### src/core/lcd_pwr_pkg.sv
// Shared constants for the LCD reset and operating-mode sequencer pair.
// Assumes a single 125 MHz clock shared by both ends.
package lcd_pwr_pkg;

  // ----------------------------------------
  // Clock and timing
  // ----------------------------------------
  localparam int CLK_MHZ = 125;
  localparam int POR_WAIT_US = 5000;
  localparam int POR_WAIT_CYCLES = POR_WAIT_US * CLK_MHZ;
  localparam int HOST_WAIT_US = 10000;
  localparam int HOST_WAIT_CYCLES = HOST_WAIT_US * CLK_MHZ;

  // ----------------------------------------
  // Operating mode codes
  // ----------------------------------------
  localparam logic [1:0] MODE_RESET = 2'h0;
  localparam logic [1:0] MODE_SLEEP = 2'h2;
  localparam logic [1:0] MODE_NORMAL = 2'h3;

  // ----------------------------------------
  // Cycle selects and command bytes
  // ----------------------------------------
  localparam logic SEL_COMMAND = 1'b0;
  localparam logic SEL_DATA = 1'b1;
  localparam logic DIR_WRITE = 1'b0;
  localparam logic DIR_READ = 1'b1;
  localparam logic [7:0] CMD_DISPLAY_ON = 8'hAF;
  localparam logic [7:0] CMD_DISPLAY_OFF = 8'hAE;
  localparam logic [7:0] CMD_SYS_RESET = 8'hE2;

  // ----------------------------------------
  // Host-side register map (AHB-Lite, byte addresses)
  // ----------------------------------------
  localparam logic [7:0] REG_CTRL = 8'h00;
  localparam logic [7:0] REG_CMD = 8'h04;
  localparam logic [7:0] REG_STATUS = 8'h08;
  localparam logic [7:0] REG_RDATA = 8'h0C;
  localparam int CTRL_RST_PIN_BIT = 0;
  localparam int CTRL_EXT_LCD_DRIVE_VOLTAGE_BIT = 1;
  localparam int CMD_DATA_SEL_BIT = 8;
  localparam int CMD_DIR_BIT = 9;

endpackage : lcd_pwr_pkg

### src/core/lcd_host_if.sv
// Link between host controller and LCD device: reset pin plus
// one-cycle host interface strobe with select, direction and byte.
`timescale 1ns/1ps
interface lcd_host_if;
  logic rst_pin_n;
  logic cyc_valid;
  logic cyc_data_sel;
  logic cyc_dir;
  logic [7:0] cyc_wdata;
  logic [7:0] cyc_rdata;
  logic ext_lcd_drive_voltage;

  modport device (
    input rst_pin_n, cyc_valid, cyc_data_sel, cyc_dir, cyc_wdata, ext_lcd_drive_voltage,
    output cyc_rdata
  );
  modport host (
    output rst_pin_n, cyc_valid, cyc_data_sel, cyc_dir, cyc_wdata, ext_lcd_drive_voltage,
    input cyc_rdata
  );
endinterface : lcd_host_if

### src/core/lcd_reset_power_mode_control.sv
// Device end: power-on delay, system reset, operating mode and
// gating of clock, drivers, pump and drain.
// Assumes the host interface strobe is synchronous to I_CLK.
`timescale 1ns/1ps

// Overview of operation
// Power-on waits about 5 ms, then resets
// Reset command or pin low also resets
// Reset sets mode Reset, controls default
// Mode codes: Reset 00, Sleep 10, Normal 11
// Host always accepted; blocks on only Normal
// Display enable write selects Sleep or Normal
// Only reset paths enter mode 00
// Sleep keeps charge; drain only in Reset
// Drivers idle until voltages report ready
// Host waits 5 to 10 ms first
// Commands accepted back to back, no waits
// External LCD voltage never drained
// Host resets, waits RC times before power-off
// Cycle carries data select and direction
// Display memory retained through Sleep
// Host uses Sleep only briefly
// Reset pin synchronised first; reset command used unsynchronised
// Commands AF, AE, E2 as command writes
module lcd_reset_power_mode_control
  import lcd_pwr_pkg::*;
#(
  parameter int POR_CYCLES = POR_WAIT_CYCLES
) (
  // Clock and reset
  input wire logic I_CLK,
  input wire logic I_RST_N,
  // Host link
  lcd_host_if.device LINK,
  // Analog readiness
  input wire logic I_LCD_VOLTAGE_READY,
  input wire logic I_BIAS_VOLTAGE_READY,
  // Mode and gating outputs
  output logic [1:0] O_OPERATING_MODE_CODE,
  output logic O_SYS_RESET,
  output logic O_CLK_EN,
  output logic O_PUMP_EN,
  output logic O_DRAIN_EN,
  output logic O_ROW_DRIVER_ACTIVE,
  output logic O_COLUMN_DRIVER_ACTIVE,
  // Display memory write port
  output logic O_MEM_WE,
  output logic [7:0] O_MEM_WDATA
);
  import lcd_pwr_pkg::*;

  initial begin
    if (POR_CYCLES < 1) begin
      $error("POR_CYCLES must be at least one");
    end
  end

  // ----------------------------------------
  // Link cycle decode
  // ----------------------------------------
  // One cycle of the wanted kind, from the host's select and direction
  function automatic logic link_cycle(
    input logic valid,
    input logic data_sel,
    input logic dir,
    input logic want_sel,
    input logic want_dir
  );
    return valid && data_sel == want_sel && dir == want_dir;
  endfunction : link_cycle

  // A command write carrying the given byte
  function automatic logic cmd_is(input logic wr, input logic [7:0] byte_in,
    input logic [7:0] code);
    return wr && byte_in == code;
  endfunction : cmd_is

  // ----------------------------------------
  // Power-on wait
  // ----------------------------------------
  logic [31:0] por_count;
  logic por_done;
  logic por_pulse;

  always_ff @(posedge I_CLK) begin
    if (!I_RST_N) begin
      por_count <= 32'h0;
      por_done <= 1'b0;
    end else if (!por_done) begin
      if (por_count == 32'(POR_CYCLES - 1)) begin
        por_done <= 1'b1;
      end
      por_count <= por_count + 32'h1;
    end
  end

  assign por_pulse = !por_done && (por_count == 32'(POR_CYCLES - 1));

  // ----------------------------------------
  // Reset pin synchroniser and command decode
  // ----------------------------------------
  logic pin_meta;
  logic pin_sync;
  logic cmd_wr;
  logic data_wr;
  logic cmd_reset;
  logic reset_req;

  always_ff @(posedge I_CLK) begin
    if (!I_RST_N) begin
      pin_meta <= 1'b1;
      pin_sync <= 1'b1;
    end else begin
      pin_meta <= LINK.rst_pin_n;
      pin_sync <= pin_meta;
    end
  end

  // Command writes are accepted in every mode, in every cycle with O_SYS_RESET low
  assign cmd_wr = link_cycle(LINK.cyc_valid, LINK.cyc_data_sel, LINK.cyc_dir,
    SEL_COMMAND, DIR_WRITE);
  assign data_wr = link_cycle(LINK.cyc_valid, LINK.cyc_data_sel, LINK.cyc_dir,
    SEL_DATA, DIR_WRITE);
  assign cmd_reset = cmd_is(cmd_wr, LINK.cyc_wdata, CMD_SYS_RESET);

  // Registered so the reset asserts before the mode clears
  always_ff @(posedge I_CLK) begin
    if (!I_RST_N) begin
      O_SYS_RESET <= 1'b0;
    end else begin
      O_SYS_RESET <= por_pulse || !pin_sync || cmd_reset;
    end
  end
  assign reset_req = O_SYS_RESET;

  // ----------------------------------------
  // Operating mode
  // ----------------------------------------
  logic display_enable_bit;

  always_ff @(posedge I_CLK) begin
    if (!I_RST_N || reset_req) begin
      display_enable_bit <= 1'b0;
      O_OPERATING_MODE_CODE <= MODE_RESET;
    end else if (cmd_is(cmd_wr, LINK.cyc_wdata, CMD_DISPLAY_ON)) begin
      display_enable_bit <= 1'b1;
      O_OPERATING_MODE_CODE <= MODE_NORMAL;
    end else if (cmd_is(cmd_wr, LINK.cyc_wdata, CMD_DISPLAY_OFF)) begin
      display_enable_bit <= 1'b0;
      O_OPERATING_MODE_CODE <= MODE_SLEEP;
    end
  end

  // ----------------------------------------
  // Block gating
  // ----------------------------------------
  logic normal;
  assign normal = O_OPERATING_MODE_CODE == MODE_NORMAL && display_enable_bit;

  always_ff @(posedge I_CLK) begin
    if (!I_RST_N) begin
      O_CLK_EN <= 1'b0;
      O_PUMP_EN <= 1'b0;
    end else begin
      O_CLK_EN <= normal;
      // External LCD supply means the pump stays off
      O_PUMP_EN <= normal && !LINK.ext_lcd_drive_voltage;
    end
  end

  // Sleep keeps the caps charged; external supply is never drained
  always_ff @(posedge I_CLK) begin
    if (!I_RST_N) begin
      O_DRAIN_EN <= 1'b0;
    end else begin
      O_DRAIN_EN <= O_OPERATING_MODE_CODE == MODE_RESET && !LINK.ext_lcd_drive_voltage;
    end
  end

  // Drivers stay idle until both voltages report ready
  always_ff @(posedge I_CLK) begin
    if (!I_RST_N) begin
      O_ROW_DRIVER_ACTIVE <= 1'b0;
      O_COLUMN_DRIVER_ACTIVE <= 1'b0;
    end else begin
      O_ROW_DRIVER_ACTIVE <= normal && I_LCD_VOLTAGE_READY && I_BIAS_VOLTAGE_READY;
      O_COLUMN_DRIVER_ACTIVE <= normal && I_LCD_VOLTAGE_READY && I_BIAS_VOLTAGE_READY;
    end
  end

  // ----------------------------------------
  // Display memory writes and read back
  // ----------------------------------------
  // Memory itself lives elsewhere and is untouched by mode changes
  always_ff @(posedge I_CLK) begin
    if (!I_RST_N) begin
      O_MEM_WE <= 1'b0;
      O_MEM_WDATA <= 8'h00;
    end else begin
      O_MEM_WE <= data_wr;
      if (data_wr) begin
        O_MEM_WDATA <= LINK.cyc_wdata;
      end
    end
  end

  // Status mirror registered every cycle, so a read sees the mode one cycle late
  always_ff @(posedge I_CLK) begin
    if (!I_RST_N) begin
      LINK.cyc_rdata <= 8'h00;
    end else begin
      LINK.cyc_rdata <= {5'h00, display_enable_bit, O_OPERATING_MODE_CODE};
    end
  end

endmodule : lcd_reset_power_mode_control

### src/flat_wrapper.sv
// flat-port wrapper written by rule: the top's interface ports become plain ports
module lcd_reset_power_mode_control_flat import lcd_pwr_pkg::*;
#(
  parameter int POR_CYCLES = POR_WAIT_CYCLES
)
  (I_CLK, I_RST_N, I_LCD_VOLTAGE_READY, I_BIAS_VOLTAGE_READY, O_OPERATING_MODE_CODE, O_SYS_RESET, O_CLK_EN, O_PUMP_EN, O_DRAIN_EN, O_ROW_DRIVER_ACTIVE, O_COLUMN_DRIVER_ACTIVE, O_MEM_WE, O_MEM_WDATA, LINK_rst_pin_n, LINK_cyc_valid, LINK_cyc_data_sel, LINK_cyc_dir, LINK_cyc_wdata, LINK_ext_lcd_drive_voltage, LINK_cyc_rdata);
  lcd_host_if LINK_i ();
  input wire logic I_CLK;
  input wire logic I_RST_N;
  input wire logic I_LCD_VOLTAGE_READY;
  input wire logic I_BIAS_VOLTAGE_READY;
  output logic [1:0] O_OPERATING_MODE_CODE;
  output logic O_SYS_RESET;
  output logic O_CLK_EN;
  output logic O_PUMP_EN;
  output logic O_DRAIN_EN;
  output logic O_ROW_DRIVER_ACTIVE;
  output logic O_COLUMN_DRIVER_ACTIVE;
  output logic O_MEM_WE;
  output logic [7:0] O_MEM_WDATA;
  input wire logic [$bits(LINK_i.rst_pin_n)-1:0] LINK_rst_pin_n;
  input wire logic [$bits(LINK_i.cyc_valid)-1:0] LINK_cyc_valid;
  input wire logic [$bits(LINK_i.cyc_data_sel)-1:0] LINK_cyc_data_sel;
  input wire logic [$bits(LINK_i.cyc_dir)-1:0] LINK_cyc_dir;
  input wire logic [$bits(LINK_i.cyc_wdata)-1:0] LINK_cyc_wdata;
  input wire logic [$bits(LINK_i.ext_lcd_drive_voltage)-1:0] LINK_ext_lcd_drive_voltage;
  output wire logic [$bits(LINK_i.cyc_rdata)-1:0] LINK_cyc_rdata;
  assign LINK_i.rst_pin_n = LINK_rst_pin_n;
  assign LINK_i.cyc_valid = LINK_cyc_valid;
  assign LINK_i.cyc_data_sel = LINK_cyc_data_sel;
  assign LINK_i.cyc_dir = LINK_cyc_dir;
  assign LINK_i.cyc_wdata = LINK_cyc_wdata;
  assign LINK_i.ext_lcd_drive_voltage = LINK_ext_lcd_drive_voltage;
  assign LINK_cyc_rdata = LINK_i.cyc_rdata;
  lcd_reset_power_mode_control #(.POR_CYCLES(POR_CYCLES)) u_core (.I_CLK(I_CLK), .I_RST_N(I_RST_N), .LINK(LINK_i), .I_LCD_VOLTAGE_READY(I_LCD_VOLTAGE_READY), .I_BIAS_VOLTAGE_READY(I_BIAS_VOLTAGE_READY), .O_OPERATING_MODE_CODE(O_OPERATING_MODE_CODE), .O_SYS_RESET(O_SYS_RESET), .O_CLK_EN(O_CLK_EN), .O_PUMP_EN(O_PUMP_EN), .O_DRAIN_EN(O_DRAIN_EN), .O_ROW_DRIVER_ACTIVE(O_ROW_DRIVER_ACTIVE), .O_COLUMN_DRIVER_ACTIVE(O_COLUMN_DRIVER_ACTIVE), .O_MEM_WE(O_MEM_WE), .O_MEM_WDATA(O_MEM_WDATA));
endmodule
### config.mk
export PLATFORM = sky130hd
export DESIGN_NAME = lcd_reset_power_mode_control_flat
export DESIGN_NICKNAME = d
export VERILOG_FILES = /design/src/core/lcd_pwr_pkg.sv /design/src/core/lcd_host_if.sv /design/src/core/lcd_reset_power_mode_control.sv /design/src/flat_wrapper.sv
export SDC_FILE = /design/constraint.sdc
export NUM_CORES = 1
export LEC_CHECK = 0
export BUFFER_PORTS_ARGS = -buffer_cell sky130_fd_sc_hd__buf_2
export CELL_PAD_IN_SITES_DETAIL_PLACEMENT = 1
export CELL_PAD_IN_SITES_GLOBAL_PLACEMENT = 1
export CORE_MARGIN = 2
export CORE_UTILIZATION = 41
export DETAILED_ROUTE_END_ITERATION = 16
export PLACE_DENSITY = 0.79
export SLEW_MARGIN = 30
export SYNTH_ARGS = -nofsm -noshare
export SYNTH_HDL_FRONTEND = slang
export SYNTH_SLANG_ARGS = --single-unit
### constraint.sdc
create_clock -name I_CLK -period 2.1 [get_ports I_CLK]
set_clock_uncertainty 0.05 [all_clocks]
set_input_delay 0 -clock I_CLK [delete_from_list [all_inputs] [get_ports I_CLK]]
set_output_delay 0 -clock I_CLK [all_outputs]
set_load 0.01 [all_outputs]
==> summary.md <==
| Metric | Value |
|---|---|
| Insertion delay to the later sink of the worst-skew pair | `0.30 ns` |
| Vias in the first global route | `~2100` |
| RSZ-0062 raised after global routing | `false` |
| Met2 Usage GRT | `a little over a third` |
| Synth Cell Area | `around 0.0023 sq mm` |
| Total GRT Usage | `~20%` |
| Commonest non-fill, non-tap cell in the layout | `dfxtp_1` |
| Max Slew Vio Count | `0` |
| Final setup margin | `~0.078 ns` |
| Status | `completed` |
| Critical Path Sink | `u_core.por_count[26]$_SDFFE_PN0N_` |
| Data required time of the worst path | `around 2.3 ns` |
| Pint | `around 1500 uW` |
| Crit-path cells | `ha_2, nand4b_1, or4_4, buf_8, or4_4, a21oi_2` |
| CTS clk-pin slew, worst paths | `~0.090 ns` |
| WS Path Type | `reg -> reg` |
| Grt ovf | `0` |
| Area Overhead vs Synth | `24.3%` |
| Max_slew headroom | `a little under three fifths` |
| Fin crit share | `between 90% and 100%` |
| R2R depth | `6` |
| Setup tns final | `0 ns` |
| Cells after Synth | `260` |
| Largest net degree at the start of global routing | `38` |
| Placer congestion estimate | `0.777` |
| Antenna Nets Post-Route | `0` |
| Via density | `5.45` |
| Drt wl/cell | `around 16 um` |
| CP Launch Type | `flip-flop` |
| Worst R2R Start | `u_core.por_count[1]$_SDFFE_PN0N_` |
| Most frequent CP cell | `or4_4` |
| Fmax | `a little under 500 MHz` |
| Post-synth EDFFs | `0` |
| Ys async rst share | `0%` |
| Die X | `approximately 80 um` |
| Overall die height | `about 80 um` |
| Max-cap viol count | `0` |
| N_diodes | `0` |
| Distinct cells, synth | `39` |
| TritonCTS clock tree | `yes` |
| Synth Flop Type | `dfxtp_1` |
| H-tree levels | `2` |
| Seq pwr share | `about 55%` |
| Global-route wire length before repair | `9870 um` |
| Crit path max-delay cell type | `or4_4` |
| Met1 usage | `a little under a quarter` |
| Hpwl dp | `about 4000 um` |
| Clock root buffer | `clkbuf_8` |
| Antenna violations before repair | `0` |
| CTS buffer count | `5` |
| Crit path from | `u_core.por_count[1]$_SDFFE_PN0N_` |
| Core ar. | `between 0.005 and 0.006 sq mm` |
| Most frequent cells in the layout | `dfxtp_1 (50), buf_2 (36), nor2_1 (22)` |
| R2r setup slk | `between 0.07 and 0.08 ns` |
| Stages on worst setup path | `6` |
| Initial core utilization | `between 40% and 50%` |
| GRT met3 Usage | `under 10%` |
| Clock Path Buffers | `2` |
| Number of port buffers | `36` |
| Setup crit end kind | `flip-flop` |
| GR peak layer | `met2` |
| Die area | `about 0.0063 sq mm` |
| Hold violation count in the final report | `0` |
| Sw Ratio | `21.4%` |
| Psw | `about 400 uW` |
| Clock power frac | `between 30% and 40%` |
| Share of cells above drive strength 1 | `between 20 and 25%` |
| Dpl ws | `0.0211 ns` |
| Worst EP arrival | `2.21 ns` |
| DR vias | `approximately 2100` |
| Initial DRC count | `59` |
| Synth Warn # | `0` |
| Final #Nets | `approximately 330` |
| WP buf/inv | `1` |
| Synth Area per Inst | `between 9 and 10 sq um` |
| Io pins | `42` |
| Sequential area share after synthesis | `approximately 45%` |
| Final setup vio count | `0` |
| CP peak stage delay | `0.48 ns` |
| Total Routed Length | `about 6200 um` |
| Final min period | `2.02 ns` |
| Least-Margin Pin Slew | `about 0.66 ns` |
| Gate power share | `between 6 and 7%` |
| Remaining DRCs | `0` |
| Pwr per Cell Area | `approximately 640 mW/mm^2` |
| Static leakage | `~0.0012 uW` |
| Drt pass-1 iters | `4` |
| Worst hold path type | `in -> reg` |
| Site Rows | `27` |
| CP delay by family, top | `simple AND/OR/NAND/NOR gates` |
| Layout fillers | `647` |
| VDD IR max | `slightly below 0.0004 V` |
| Synth Register Bits | `53` |
| Clock Sink Count | `53` |
| RR Endpoint | `u_core.por_count[26]$_SDFFE_PN0N_` |
| Crit path max fanout | `18` |
-- power groups by stage --
stage | logic (uW) | registers [uW] | clock network, uW
2_1_floorplan | 57.8 | 1050 | 0
3_3_place_gp | 95.1 | 1050 | 0
3_5_place_dp | 97.9 | 1050 | 0
4_1_cts | 116 | 1030 | 740
5_1_grt | 134 | 1030 | 782
6_report | 122 | 1030 | 716
-- Yosys cell counts (all sizes together), types with 2 or more instances --
cell | number | area (sq um)
nand4 | 9 | 62.6
xnor2 | 5 | 43.8
inv | 7 | 26.3
nand3b | 2 | 15.0
nor2 | 22 | 82.6
o311ai | 6 | 52.6
a21oi | 13 | 65.1
o41ai | 6 | 52.6
xor2 | 5 | 43.8
nand2 | 11 | 41.3
or3 | 9 | 56.3
nand4b | 3 | 26.3
or4 | 7 | 52.6
nand2b | 9 | 56.3
clkbuf | 8 | 30.0
mux2i | 11 | 110
nor3 | 6 | 30.0
o31ai | 4 | 30.0
o21ai | 9 | 45.0
o21a | 3 | 22.5
and2 | 4 | 25.0
nor4b | 5 | 43.8
dfxtp | 53 | 1060
nand3 | 10 | 50.1
nor4 | 5 | 31.3
nor2b | 2 | 12.5
buf | 13 | 82.6
and4 | 3 | 26.3
and3 | 5 | 31.3
-- state kept, by name (all words and copies together), names as in the netlist --
name / count
u_core.O_SYS_RESET: 1
u_core.O_ROW_DRIVER_ACTIVE: 1
u_core.pin_meta: 1
u_core.por_count: 32
u_core.por_done: 1
u_core.O_MEM_WDATA: 8
u_core.LINK.cyc_rdata: 2
u_core.O_CLK_EN: 1
u_core.pin_sync: 1
u_core.O_MEM_WE: 1
u_core.O_OPERATING_MODE_CODE: 2
u_core.O_PUMP_EN: 1
u_core.O_DRAIN_EN: 1
-- tightest hold or removal path, stage by stage --
cell	delay [ns]
buf_2	0.11
buf_4	0.20
nand2b_1	0.08
-- metrics by stage --
step / total power, uW / util, % / instances / hold slack (ns) / instance area [sq um]
6_report: 1870 / 53.0 / 389 / 0.0646 / 2920
5_1_grt: 1950 / 53.0 / 389 / 0.0744 / 2920
3_3_place_gp: 1140 / 47.8 / 366 / 0.132 / 2630
3_5_place_dp: 1150 / 47.8 / 366 / 0.130 / 2630
2_1_floorplan: 1110 / - / 264 / 0.0216 / 2360
4_1_cts: 1880 / 52.3 / 387 / 0.0582 / 2880
-- routing by layer --
| metal | share of wire (%) | up-vias |
|---|---|---|
| li1 | - | 1049 |
| met1 | 45 | 1009 |
| met2 | 49 | 54 |
| met3 | 4.2 | 7 |
| met4 | 1.3 | 0 |
| met5 | 0 | - |
-- final cells by class --
cell class                 instances  area, sq um  area share (%)
tap                               72         90.1            3.08
multi-input combinational        183         1180            40.3
inverter                           7         26.3           0.900
clock buffer                       7         86.3            2.96
timing repair buffer              66          445            15.3
sequential                        53         1060            36.5
clock inverter                     1         30.0            1.03
-- cell families (layout without fill, tap and decap cells) --
group | after synthesis | count (layout) | synth area share (%)
xor+xnor | 10 | 10 | 3.73
compound gates | 42 | 42 | 11.7
fa+ha+maj | 1 | 1 | 0.533
mux | 11 | 11 | 4.69
other cells | 1 | 5 | 0.160
flops | 53 | 53 | 45.2
buf+inv | 28 | 81 | 5.91
simple gates | 114 | 114 | 28.1
-- how the worst min path moves through the flow --
| stage | start | to | slack, ns | cells past startpoint |
|---|---|---|---|---|
| finish | I_RST_N | u_core.pin_meta$_SDFF_PN1_ | 0.06 | 3 |
| global route | I_RST_N | u_core.pin_meta$_SDFF_PN1_ | 0.07 | 3 |
| CTS | I_RST_N | u_core.pin_meta$_SDFF_PN1_ | 0.06 | 3 |
| detailed placement | LINK_ext_lcd_drive_voltage | u_core.O_PUMP_EN$_SDFF_PN0_ | 0.13 | 2 |
| global placement | LINK_ext_lcd_drive_voltage | u_core.O_PUMP_EN$_SDFF_PN0_ | 0.13 | 2 |
| floorplan | LINK_ext_lcd_drive_voltage | u_core.O_PUMP_EN$_SDFF_PN0_ | 0.02 | 1 |
-- timing repair --
| item | 4_1_cts | 5_1_grt |
|---|---|---|
| endpoints found under the setup margin | 2 | 6 |
| buffers inserted | 0 | 2 |
| hold buffers | 13 | 0 |
| endpoints found under the hold margin | 15 | 0 |
| pin swaps | 0 | 0 |
| resized for setup | 1 | 9 |
Power figures use the tool's default switching activity.
